--- src/rtl/opdec_map.vh ---
// Purpose: constants for the opcode decode and state accounting block
// Assumes: first opcode byte is bits 15..8 of the first instruction word
// Notes: state costs per cycle type, opcode rows and columns
`ifndef OPDEC_MAP_VH
`define OPDEC_MAP_VH

`define COST_MEM 4'h2
`define COST_INT 4'h1
`define COST_PERI_FAST 4'h2
`define COST_PERI_SLOW 4'h3
`define MULDIV_INT_STATES 5'h0C
`define OP_HI_MSB 15
`define OP_HI_LSB 8
`define ROW_SYS 4'h0
`define ROW_ALU1 4'h1
`define ROW_BRANCH 4'h4
`define ROW_MISC 4'h5
`define ROW_BITOP 4'h6
`define ROW_BITEXT 4'h7
`define ROW_MOVB_2 4'h2
`define ROW_MOVB_3 4'h3
`define ROW_MOVW_F 4'hF
`define COL_MULU 4'h0
`define COL_DIVU 4'h1
`define COL_RTS 4'h4
`define COL_BSR 4'h5
`define COL_RTE 4'h6
`define COL_JMP 4'hA
`define COL_JSR 4'hE
`define COL_MOVDISP 4'h9
`define COL_BLKMOVE 4'hB
`define COL_MOVGEN 4'h8
`define COL_MOVIND 4'h9
`define COL_MOVINC 4'hD
`define COL_MOVABS 4'hA
`define COL_MOVABS16 4'hB

`define CLS_OTHER 5'h00
`define CLS_NOP 5'h01
`define CLS_SLEEP 5'h02
`define CLS_STFLAGS 5'h03
`define CLS_LDFLAGS 5'h04
`define CLS_ORFLAGS 5'h05
`define CLS_XORFLAGS 5'h06
`define CLS_ANDFLAGS 5'h07
`define CLS_BRANCH 5'h08
`define CLS_MULU 5'h09
`define CLS_DIVU 5'h0A
`define CLS_RTS 5'h0B
`define CLS_BSR 5'h0C
`define CLS_RTE 5'h0D
`define CLS_BITWR 5'h0E
`define CLS_BITRD 5'h0F
`define CLS_BLKMOVE 5'h10
`define CLS_WSTDISP 5'h11
`define CLS_MOVE 5'h12
`define CLS_JMP 5'h13
`define CLS_JSR 5'h14

`endif

--- src/rtl/cpu_opcode_decode_and_timing.v ---
// Purpose: first-byte opcode decode and execution-state accounting
// Assumes: inputs synchronous to mclk_i; one instruction presented at a time
// Notes: result is registered one cycle after a valid strobe
`timescale 1ns/10ps
`default_nettype none
`include "opdec_map.vh"
module cpu_opcode_decode_and_timing (
    input wire mclk_i,
    input wire reset_n_i,
    input wire clk_en_i,
    input wire op_valid_i,
    input wire [15:0] op_word_i,
    input wire mem_operand_i,
    input wire bit_write_i,
    input wire [7:0] move_count_register_i,
    input wire data_to_peri_i,
    input wire peri_slow_i,
    output reg result_valid_o,
    output reg [4:0] op_class_o,
    output reg [3:0] cond_o,
    output reg [13:0] exec_states_o,
    output reg [3:0] byte_cost_o
);
    wire [4:0] cls;
    wire [3:0] cond;
    wire [3:0] c_fetch;
    wire [3:0] c_branch;
    wire [3:0] c_stack;
    wire [9:0] c_byte;
    wire [3:0] c_word;
    wire [4:0] c_int;
    reg [3:0] byte_cost;
    wire [13:0] w_fetch;
    wire [13:0] w_branch;
    wire [13:0] w_stack;
    wire [13:0] w_byte;
    wire [13:0] w_word;
    wire [13:0] w_int;
    wire [13:0] total;

    ////////////////////////////////////////////////////////////////////
    // Push and pop need no decode of their own: same codes as moves
    opcode_classifier u_class (
        .op_word_i(op_word_i),
        .mem_operand_i(mem_operand_i),
        .bit_write_i(bit_write_i),
        .move_count_register_i(move_count_register_i),
        .op_class_o(cls),
        .cond_o(cond),
        .cnt_fetch_o(c_fetch),
        .cnt_branch_o(c_branch),
        .cnt_stack_o(c_stack),
        .cnt_byte_o(c_byte),
        .cnt_word_o(c_word),
        .cnt_int_o(c_int)
    );

    ////////////////////////////////////////////////////////////////////
    // Slow modules stretch each byte cycle by one state
    always @* begin
        if (data_to_peri_i && peri_slow_i) begin
            byte_cost = `COST_PERI_SLOW;
        end else if (data_to_peri_i) begin
            byte_cost = `COST_PERI_FAST;
        end else begin
            byte_cost = `COST_MEM;
        end
    end

    state_weight u_w_fetch (
        .count_i({6'h00, c_fetch}),
        .cost_i(`COST_MEM),
        .weighted_o(w_fetch)
    );
    state_weight u_w_branch (
        .count_i({6'h00, c_branch}),
        .cost_i(`COST_MEM),
        .weighted_o(w_branch)
    );
    state_weight u_w_stack (
        .count_i({6'h00, c_stack}),
        .cost_i(`COST_MEM),
        .weighted_o(w_stack)
    );
    state_weight u_w_byte (
        .count_i(c_byte),
        .cost_i(byte_cost),
        .weighted_o(w_byte)
    );
    state_weight u_w_word (
        .count_i({6'h00, c_word}),
        .cost_i(`COST_MEM),
        .weighted_o(w_word)
    );
    state_weight u_w_int (
        .count_i({5'h00, c_int}),
        .cost_i(`COST_INT), // Independent of target
        .weighted_o(w_int)
    );

    // Max 2*256*3 plus small terms fits 14 bits
    assign total = w_fetch + w_branch + w_stack + w_byte + w_word + w_int;

    ////////////////////////////////////////////////////////////////////
    always @(posedge mclk_i or negedge reset_n_i) begin
        if (!reset_n_i) begin
            result_valid_o <= 1'b0;
            op_class_o <= 5'h00;
            cond_o <= 4'h0;
            exec_states_o <= 14'h0000;
            byte_cost_o <= 4'h0;
        end else if (clk_en_i) begin
            result_valid_o <= op_valid_i;
            if (op_valid_i) begin
                op_class_o <= cls;
                cond_o <= cond;
                exec_states_o <= total;
                byte_cost_o <= byte_cost;
            end
        end
    end
endmodule // cpu_opcode_decode_and_timing
`default_nettype wire

--- src/rtl/opcode_classifier.v ---
// Purpose: classify a first opcode byte and give per-type cycle counts
// Assumes: second-word hints come from the caller
// Notes: purely combinational
`timescale 1ns/10ps
`default_nettype none
`include "opdec_map.vh"
module opcode_classifier (
    input wire [15:0] op_word_i,
    input wire mem_operand_i,
    input wire bit_write_i,
    input wire [7:0] move_count_register_i,
    output reg [4:0] op_class_o,
    output reg [3:0] cond_o,
    output reg [3:0] cnt_fetch_o,
    output reg [3:0] cnt_branch_o,
    output reg [3:0] cnt_stack_o,
    output reg [9:0] cnt_byte_o,
    output reg [3:0] cnt_word_o,
    output reg [4:0] cnt_int_o
);
    wire [7:0] first_byte;
    wire [3:0] row;
    wire [3:0] col;
    assign first_byte = op_word_i[`OP_HI_MSB:`OP_HI_LSB];
    assign row = first_byte[7:4];
    assign col = first_byte[3:0];

    always @* begin
        op_class_o = `CLS_OTHER;
        cond_o = 4'h0;
        cnt_fetch_o = 4'h1;
        cnt_branch_o = 4'h0;
        cnt_stack_o = 4'h0;
        cnt_byte_o = 10'h000;
        cnt_word_o = 4'h0;
        cnt_int_o = 5'h00;
        case (row)
            `ROW_SYS: begin
                case (col)
                    4'h0: op_class_o = `CLS_NOP;
                    4'h1: op_class_o = `CLS_SLEEP;
                    4'h2: op_class_o = `CLS_STFLAGS;
                    4'h3: op_class_o = `CLS_LDFLAGS;
                    4'h4: op_class_o = `CLS_ORFLAGS;
                    4'h5: op_class_o = `CLS_XORFLAGS;
                    4'h6: op_class_o = `CLS_ANDFLAGS;
                    4'h7: op_class_o = `CLS_LDFLAGS;
                    default: op_class_o = `CLS_OTHER;
                endcase
                // Single fetch, nothing else
            end
            `ROW_BRANCH: begin
                op_class_o = `CLS_BRANCH;
                cond_o = col;
                cnt_fetch_o = 4'h2; // Taken or not
            end
            `ROW_MISC: begin
                case (col)
                    `COL_MULU: begin
                        op_class_o = `CLS_MULU;
                        cnt_int_o = `MULDIV_INT_STATES;
                    end
                    `COL_DIVU: begin
                        op_class_o = `CLS_DIVU;
                        cnt_int_o = `MULDIV_INT_STATES;
                    end
                    `COL_RTS: begin
                        op_class_o = `CLS_RTS;
                        cnt_fetch_o = 4'h2;
                        cnt_stack_o = 4'h1;
                        cnt_int_o = 5'h02;
                    end
                    `COL_BSR: begin
                        op_class_o = `CLS_BSR;
                        cnt_fetch_o = 4'h2;
                        cnt_stack_o = 4'h1;
                    end
                    `COL_RTE: begin
                        op_class_o = `CLS_RTE;
                        cnt_fetch_o = 4'h2;
                        cnt_stack_o = 4'h2;
                        cnt_int_o = 5'h02;
                    end
                    `COL_JMP: begin
                        op_class_o = `CLS_JMP;
                        cnt_fetch_o = 4'h2;
                    end
                    `COL_JSR: begin
                        op_class_o = `CLS_JSR;
                        cnt_fetch_o = 4'h2;
                        cnt_stack_o = 4'h1;
                    end
                    default: op_class_o = `CLS_OTHER;
                endcase
            end
            `ROW_BITOP, `ROW_BITEXT: begin
                if (row == `ROW_BITEXT && col == `COL_BLKMOVE) begin
                    op_class_o = `CLS_BLKMOVE;
                    cnt_fetch_o = 4'h2;
                    cnt_int_o = 5'h01;
                    cnt_byte_o = {1'b0, move_count_register_i, 1'b0} + 10'h002;
                end else if (row == `ROW_BITEXT && col == `COL_MOVDISP) begin
                    op_class_o = op_word_i[7] ? `CLS_WSTDISP : `CLS_MOVE;
                    cnt_fetch_o = 4'h2;
                    cnt_word_o = 4'h1;
                end else if (mem_operand_i) begin
                    cnt_fetch_o = 4'h2;
                    if (bit_write_i) begin
                        op_class_o = `CLS_BITWR;
                        cnt_byte_o = 10'h002; // Read then write back
                    end else begin
                        op_class_o = `CLS_BITRD;
                        cnt_byte_o = 10'h001; // Read only
                    end
                end else begin
                    op_class_o = bit_write_i ? `CLS_BITWR : `CLS_BITRD;
                end
            end
            `ROW_MOVB_2, `ROW_MOVB_3: begin
                op_class_o = `CLS_MOVE;
                cnt_byte_o = 10'h001;
            end
            default: op_class_o = `CLS_OTHER;
        endcase
    end
endmodule // opcode_classifier
`default_nettype wire

--- src/rtl/state_weight.v ---
// Purpose: multiply one cycle-type count by its state cost
// Assumes: count and cost are unsigned
// Notes: one instance per cycle type
`timescale 1ns/10ps
`default_nettype none
module state_weight (
    input wire [9:0] count_i,
    input wire [3:0] cost_i,
    output wire [13:0] weighted_o
);
    assign weighted_o = count_i * cost_i;
endmodule // state_weight
`default_nettype wire

--- config.mk ---
export PLATFORM = sky130hd
export DESIGN_NAME = cpu_opcode_decode_and_timing
export DESIGN_NICKNAME = d
export VERILOG_FILES = /design/src/rtl/cpu_opcode_decode_and_timing.v /design/src/rtl/opcode_classifier.v /design/src/rtl/state_weight.v
export VERILOG_INCLUDE_DIRS = /design/src /design/src/rtl
export SDC_FILE = /design/constraint.sdc
export NUM_CORES = 1
export LEC_CHECK = 0
export ABC_AREA = 1
export ABC_CLOCK_PERIOD_IN_PS = 1500
export BUFFER_PORTS_ARGS = -buffer_cell sky130_fd_sc_hd__buf_2
export CAP_MARGIN = 10
export CORE_ASPECT_RATIO = 1.75
export CORE_MARGIN = 3
export CORE_UTILIZATION = 35
export DETAILED_ROUTE_END_ITERATION = 8
export MAX_ROUTING_LAYER = met4
export PLACE_DENSITY_LB_ADDON = 0.15
export SLEW_MARGIN = 25
export SYNTH_ARGS = -nofsm -noshare
export SYNTH_HDL_FRONTEND = slang
export SYNTH_SLANG_ARGS = --single-unit
--- constraint.sdc ---
create_clock -name mclk_i -period 1.5 [get_ports mclk_i]
set_input_delay 0.075 -clock mclk_i [delete_from_list [all_inputs] [get_ports mclk_i]]
set_output_delay 0.075 -clock mclk_i [all_outputs]
set_load 0.005 [all_outputs]
==> results of run 1 <==
[placed cells by master (no fill, tap or decap), types with 9 or more instances in the layout]
cell type and count:
nor2_1 23, nand2_1 95, buf_4 107, dfrtp_1 25
inv_2 14, ha_1 14, nand3_1 25, o21ai_0 10
a21oi_1 9, nand2_2 12, inv_1 46, buf_2 47
[power by group]
part | switching (W) | internal (W) | total (W)
logic | 0.000258 | 0.000245 | 0.000503
clock network | 0.000233 | 0.000362 | 0.000595
registers | 0.0000201 | 0.000714 | 0.000734
[cells by family (layout without fill, tap and decap cells)]
family                     count (synthesis)  in the layout  synth area share [%]
buffers and inverters                     73            232                  11.1
and+or+nand+nor                          207            207                  35.5
xor gates and xnor gates                   6              6                  2.32
AOI/OAI and AO/OA                         50             50                  11.1
other                                      1              3                 0.145
DFF                                       25             25                  24.1
adders and majority gates                 29             29                  15.7
[worst max-delay path, stage by stage]
cell     delay (ns)
buf_12         0.12
inv_16         0.05
ha_4           0.13
inv_4          0.04
nor2_4         0.09
nand2_2        0.06
inv_2          0.07
nor2_4         0.04
a21oi_2        0.17
nor4_2         0.07
ha_2           0.19
fa_2           0.37
xor2_1         0.17
ha_1           0.31
ha_4           0.29
ha_4           0.21
a21oi_2        0.15
nand2_2        0.07
nand2_2        0.07
nand2_2        0.06
a21oi_4        0.17
nor2_2         0.05
buf_4          0.14
nand2_2        0.04
nand2_1        0.04
a31oi_1        0.11
[registers in the layout, summed over array words and instances, names as in the netlist]
| name | cells |
|---|---|
| result_valid_o | 1 |
| byte_cost_o | 2 |
| exec_states_o | 13 |
| cond_o | 4 |
| op_class_o | 5 |
[what timing repair did]
item / 4_1_cts / 5_1_grt
gates cloned: 0 / 0
hold endpoints to repair: 25 / 0
setup endpoints to repair: 12 / 12
hold buffers: 1 / 0
gates resized for setup: 34 / 41
buffers inserted: 11 / 7
pin swaps: 27 / 27
[metrics by stage]
stage | hold slack, ns | cell area, um2 | worst slack, ns | utilization (%) | cells
CTS | 0.0440 | 4080 | -1.66 | 58.2 | 630
global route | 0.0571 | 4250 | -1.88 | 60.7 | 636
floorplan | -0.221 | 2740 | -1.82 | - | 393
detailed placement | 0.0896 | 3780 | -2.19 | 54.0 | 614
finish | 0.0298 | 4250 | -1.66 | 60.7 | 636
global placement | 0.0810 | 3780 | -2.11 | 54.0 | 614
[routing by layer]
metal	vias up	GRT usage [%]	share of wire [%]
met2	53	37.9	58
met4	0	7.29	2.7
met3	12	1.09	2.5
met1	1402	19.6	37
met5	-	-	0
li1	1582	-	-
[final cells by class]
class / count / area (um2)
Fill cell: 668 / 2750
Multi-Input combinational cell: 295 / 2010
Timing Repair Buffer: 164 / 1170
Sequential cell: 25 / 626
Inverter: 64 / 264
Tap cell: 84 / 105
Clock buffer: 3 / 75.1
Clock inverter: 1 / 7.51
[path summary, 6_finish.rpt]
| kind | startpoint | to | slack (ns) | depth (start not counted) |
|---|---|---|---|---|
| worst max register to register | byte_cost_o[1] | byte_cost_o[1] | 0.71 | 1 |
| worst min register to register | exec_states_o[7] | exec_states_o[7] | 0.47 | 2 |
| worst max-delay path | op_word_i[9] | exec_states_o[8] | -1.66 | 26 |
| max in group asynchronous | reset_n_i | exec_states_o[2] | 0.81 | 2 |
| min in group asynchronous | reset_n_i | exec_states_o[1] | 0.34 | 2 |
| worst min-delay path | clk_en_i | result_valid_o | 0.03 | 2 |
==> impl_metrics.py, run 1 <==
metrics = {
    "run_status": {
        "outcome": "complete, but fails checks",
        "failed_checks": "negative setup slack",
    },
    "timing": {
        "hold_viol": 0,
        "grt_setup_unrepaired": "true",
        "fin_ws_ns": -1.66,
        "fin_crit_ns": 3.16,
        "skew_ns": 0,
        "timing.fmax_mhz": 316,
        "setup_viol": 11,
        "post-route-period-util_pct": 211,
        "max-slew-margin-rel_pct": 64.5,
        "tns_ns": -16.80,
        "worst_pin_slew_ns": 0.533,
        "slew_viol_final": 0,
    },
    "cells_and_area": {
        "area_delta_synth_final_pct": 64.0,
        "final_nets": 614,
        "n_antenna_cell": 0,
        "drive_gt1_share_pct": 45.1,
    },
    "worst_setup_path": {
        "cp.required_ns": 1.69,
        "path_class": "input pin to flop",
        "endpoint_kind": "flop",
        "critPathMaxFanout": 4,
        "critPathLaunchType": "input pin",
        "critPathArrivalTime_ns": 3.35,
    },
    "synth": {
        "syn_inst": 391,
        "synthTopCellsByCount": "nand2_1 (111), inv_1 (61), nor2_1 (32)",
        "avgSynthCellArea_um2": 6.63,
        "netlist_area_um2": 2590,
        "yosysWarnings": 0,
        "synth_cell_type_count": 36,
        "synth_edf_count": 0,
        "seq_area_frac_synth_pct": 24.1,
        "yosysMostFrequentCell": "nand2_1",
        "synth_top_area_share_pct": 24.1,
        "synth-main-ff-cell": "dfrtp_1",
        "yosysTopAreaCell": "dfrtp_1",
        "yosys_register_bits": 25,
        "async_flop_share_pct": 100,
        "netlist_top_cells_area": "dfrtp_1 (24%), nand2_1 (16%), ha_1 (11%)",
    },
    "power_and_ir_drop": {
        "p_leak_nw": 2.37,
        "p_per_area_nw_per_um2": 431,
        "max-vdd-ir-drop_uv": 327,
        "finalPower_w": 0.00183,
    },
    "cts": {
        "clock-root-buffer": "clkbuf_16",
        "clk_latency_ns": 0.26,
        "cts_sinks": 25,
        "clkTransAtPathRegs_ns": 0.06,
        "cts-htree-levels": 1,
        "cts.path.max_buffers": 2,
        "cts_tree": "done",
        "cts_buffers": 3,
    },
    "global_route": {
        "grt_max_degree": 28,
        "overflow": 0,
        "antenna_found_initial": 0,
        "grt_pass1_vias": 3066,
        "grt_pass1_wl_um": 13100,
        "grtUsageTotal_pct": 19.4,
    },
    "routing": {
        "wl_per_cell_um": 12.0,
        "dr.pass1.iters": 4,
        "viasPerCell": 4.79,
        "drc": 0,
        "drt_iter0_markers": 118,
        "vias": 3049,
        "drt_wl_total_um": 7650,
        "ant_nets": 0,
    },
    "die": {
        "dieArea_um2": 8520,
        "core_area_um2": 7010,
        "rows": 40,
        "start_util_pct": 37.0,
        "die_w_um": 71.1,
        "ios": 60,
        "die_h_um": 120,
    },
    "flow_run": {
        "drv_cap": 0,
    },
    "placement": {
        "dp_hpwl_um": 6270,
        "finalWeightedCongestion": 0.914,
        "port-buffer-count": 49,
    },
    "hold_path": {
        "hold_path_class": "input pin to flop",
    },
}
(Power assumes the default switching activity.)
==> inputs of run 2 (changes only) <==
--- a/config.mk
+++ b/config.mk
@@ -8,7 +8,7 @@
 export LEC_CHECK = 0
 export ABC_AREA = 1
 export ABC_CLOCK_PERIOD_IN_PS = 1500
-export BUFFER_PORTS_ARGS = -buffer_cell sky130_fd_sc_hd__buf_2
+export BUFFER_PORTS_ARGS = -buffer_cell sky130_fd_sc_hd__clkbuf_2
 export CAP_MARGIN = 10
 export CORE_ASPECT_RATIO = 1.75
 export CORE_MARGIN = 3
==> run 2 against run 1 <==
The flow still finishes with violations (negative setup slack). Clock-buffer cell count unchanged. Global-route usage about the same. Combinational power increased by 1%. Non-clock buffer count grew 1. Setup slack worse by 0.063 ns. Largest cell class unchanged. Highest routed layer unchanged.
==> impl_metrics.py, run 2 (synthesis gave the netlist of run 1 again) <==
metrics = {
    "timing": {
        "setup_viol": 11,
        "slew_viol_final": 0,
        "worst_pin_slew_ns": 0.605,
        "grt_setup_unrepaired": "true",
        "max-slew-margin-rel_pct": 59.7,
        "skew_ns": 0,
        "hold_viol": 0,
        "fin_ws_ns": -1.73,
        "post-route-period-util_pct": 215,
        "timing.fmax_mhz": 310,
        "tns_ns": -16.79,
        "fin_crit_ns": 3.23,
    },
    "worst_setup_path": {
        "r2r-start": "byte_cost_o[1]",
        "critPathLaunchType": "input pin",
        "cp.required_ns": 1.65,
        "critPathMaxFanout": 4,
        "max_stage_delay_ns": 0.35,
        "r2r-end": "byte_cost_o[1]",
        "critPathSlowestCell": "fa_2",
        "critPathArrivalTime_ns": 3.38,
        "endpoint_kind": "flop",
        "reg2reg_slack_ns": 0.72,
        "reg2regPathDepth": 1,
        "worst_path_most_repeated_cell": "buf_4",
        "path_class": "input pin to flop",
    },
    "die": {
        "die_h_um": 120,
        "rows": 40,
        "core_area_um2": 7010,
        "die_w_um": 71.1,
        "dieArea_um2": 8520,
        "ios": 60,
        "start_util_pct": 37.0,
    },
    "global_route": {
        "grtUsageTotal_pct": 19.4,
        "grt_pass1_wl_um": 13300,
        "grt_max_degree": 28,
        "grt_pass1_vias": 3136,
        "antenna_found_initial": 0,
        "overflow": 0,
    },
    "cells_and_area": {
        "largest_reg_flops": 13,
        "final_nets": 615,
        "area_delta_synth_final_pct": 64.6,
        "largestRegisters": "exec_states_o (13), op_class_o (5), cond_o (4)",
        "post-route-util_pct": 60.9,
        "mostFrequentLayoutCell": "buf_4",
        "most-common-layout-cells": "buf_4 (111), nand2_1 (99), clkbuf_2 (47)",
        "drive_gt1_share_pct": 45.0,
        "regMostFlops": "exec_states_o",
        "design_area_um2": 4270,
        "n_antenna_cell": 0,
    },
    "power_and_ir_drop": {
        "p_per_area_nw_per_um2": 432,
        "max-vdd-ir-drop_uv": 386,
        "p_leak_nw": 2.34,
    },
    "cts": {
        "cts_tree": "done",
        "clk_latency_ns": 0.26,
        "cts-htree-levels": 1,
        "clkTransAtPathRegs_ns": 0.07,
        "cts_buffers": 3,
        "clock-root-buffer": "clkbuf_16",
        "cts_sinks": 25,
        "cts.path.max_buffers": 2,
    },
    "hold_path": {
        "hp-start": "clk_en_i",
        "worstHoldEndpoint": "result_valid_o",
        "hold_path_class": "input pin to flop",
        "whs_path_depth": 2,
    },
    "placement": {
        "dp_hpwl_um": 6390,
        "dpl_cell_area_um2": 3800,
        "finalWeightedCongestion": 0.854,
        "port-buffer-count": 49,
        "dp_slack_ns": -2.22,
    },
    "flow_run": {
        "drv_cap": 0,
    },
    "routing": {
        "drt_iter0_markers": 64,
        "wl_per_cell_um": 12.3,
        "dr.pass1.iters": 4,
        "viasPerCell": 4.80,
        "drt_wl_total_um": 7840,
        "ant_nets": 0,
        "drc": 0,
        "vias": 3060,
    },
    "run_status": {
        "outcome": "complete, but fails checks",
        "failed_checks": "negative setup slack",
    },
}
[run 2: cell types whose count changed in the layout (fill, tap and decap cells not counted), moves of 3 or more]
cell / before / now
buf_2: 47 / 0
clkbuf_2: 0 / 47
buf_4: 107 / 111
nand2_1: 95 / 99
buf_6: 7 / 4
[run 2: layer usage]
metal  global-route usage, %  part of all wire [%]  vias to the layer above
li1                        -                     -                     1589
met1                    18.9                    36                     1404
met2                    38.0                    59                       51
met3                    1.76                   2.5                       16
met4                    7.53                   2.8                        0
met5                       -                     0                        -
[run 2: critical path: cells and delay by family]
kind | cells | cell delay (ns)
AOI/OAI and AO/OA | 2 | 0.20
adders and majority gates | 6 | 1.54
buffers and inverters | 8 | 0.82
xor gates and xnor gates | 1 | 0.17
and+or+nand+nor | 8 | 0.56
[run 2: worst max path at each step]
| stage | from | to | cells past startpoint |
|---|---|---|---|
| after detailed placement | op_word_i[9] | exec_states_o[10] | 25 |
| after floorplan | op_word_i[9] | exec_states_o[10] | 25 |
| after CTS | op_word_i[9] | exec_states_o[10] | 26 |
| after global routing | op_word_i[9] | exec_states_o[8] | 26 |
| final | op_word_i[9] | exec_states_o[4] | 25 |
| after global placement | op_word_i[9] | exec_states_o[10] | 25 |
[run 2: metrics by stage]
step	hold WS, ns	power, W	cells
after global routing	0.0620	0.00194	637
after global placement	0.0996	0.00118	616
final	0.0201	0.00184	637
after detailed placement	0.110	0.00119	616
after CTS	0.0199	0.00182	632
after floorplan	-0.221	0.000943	393
[run 2: layout make-up]
class | instances | area (um2)
Clock buffer | 3 | 75.1
Fill cell | 654 | 2740
Timing Repair Buffer | 165 | 1170
Clock inverter | 1 | 7.51
Inverter | 64 | 267
Multi-Input combinational cell | 295 | 2020
Sequential cell | 25 | 626
Tap cell | 84 | 105
[run 2: what timing repair did]
item,in CTS,in global routing
endpoints found under the hold margin,25,0
pin swaps,26,14
setup endpoints to repair,12,12
buffers inserted,11,8
hold buffers,1,0
cloned,0,0
gates resized for setup,35,37
[run 2: power by group]
group / total [W] / internal, W / switching (W)
combinational: 0.000510 / 0.000245 / 0.000264
sequential: 0.000735 / 0.000714 / 0.0000208
clock: 0.000599 / 0.000362 / 0.000237
total: 0.00184 / 0.00132 / 0.000522
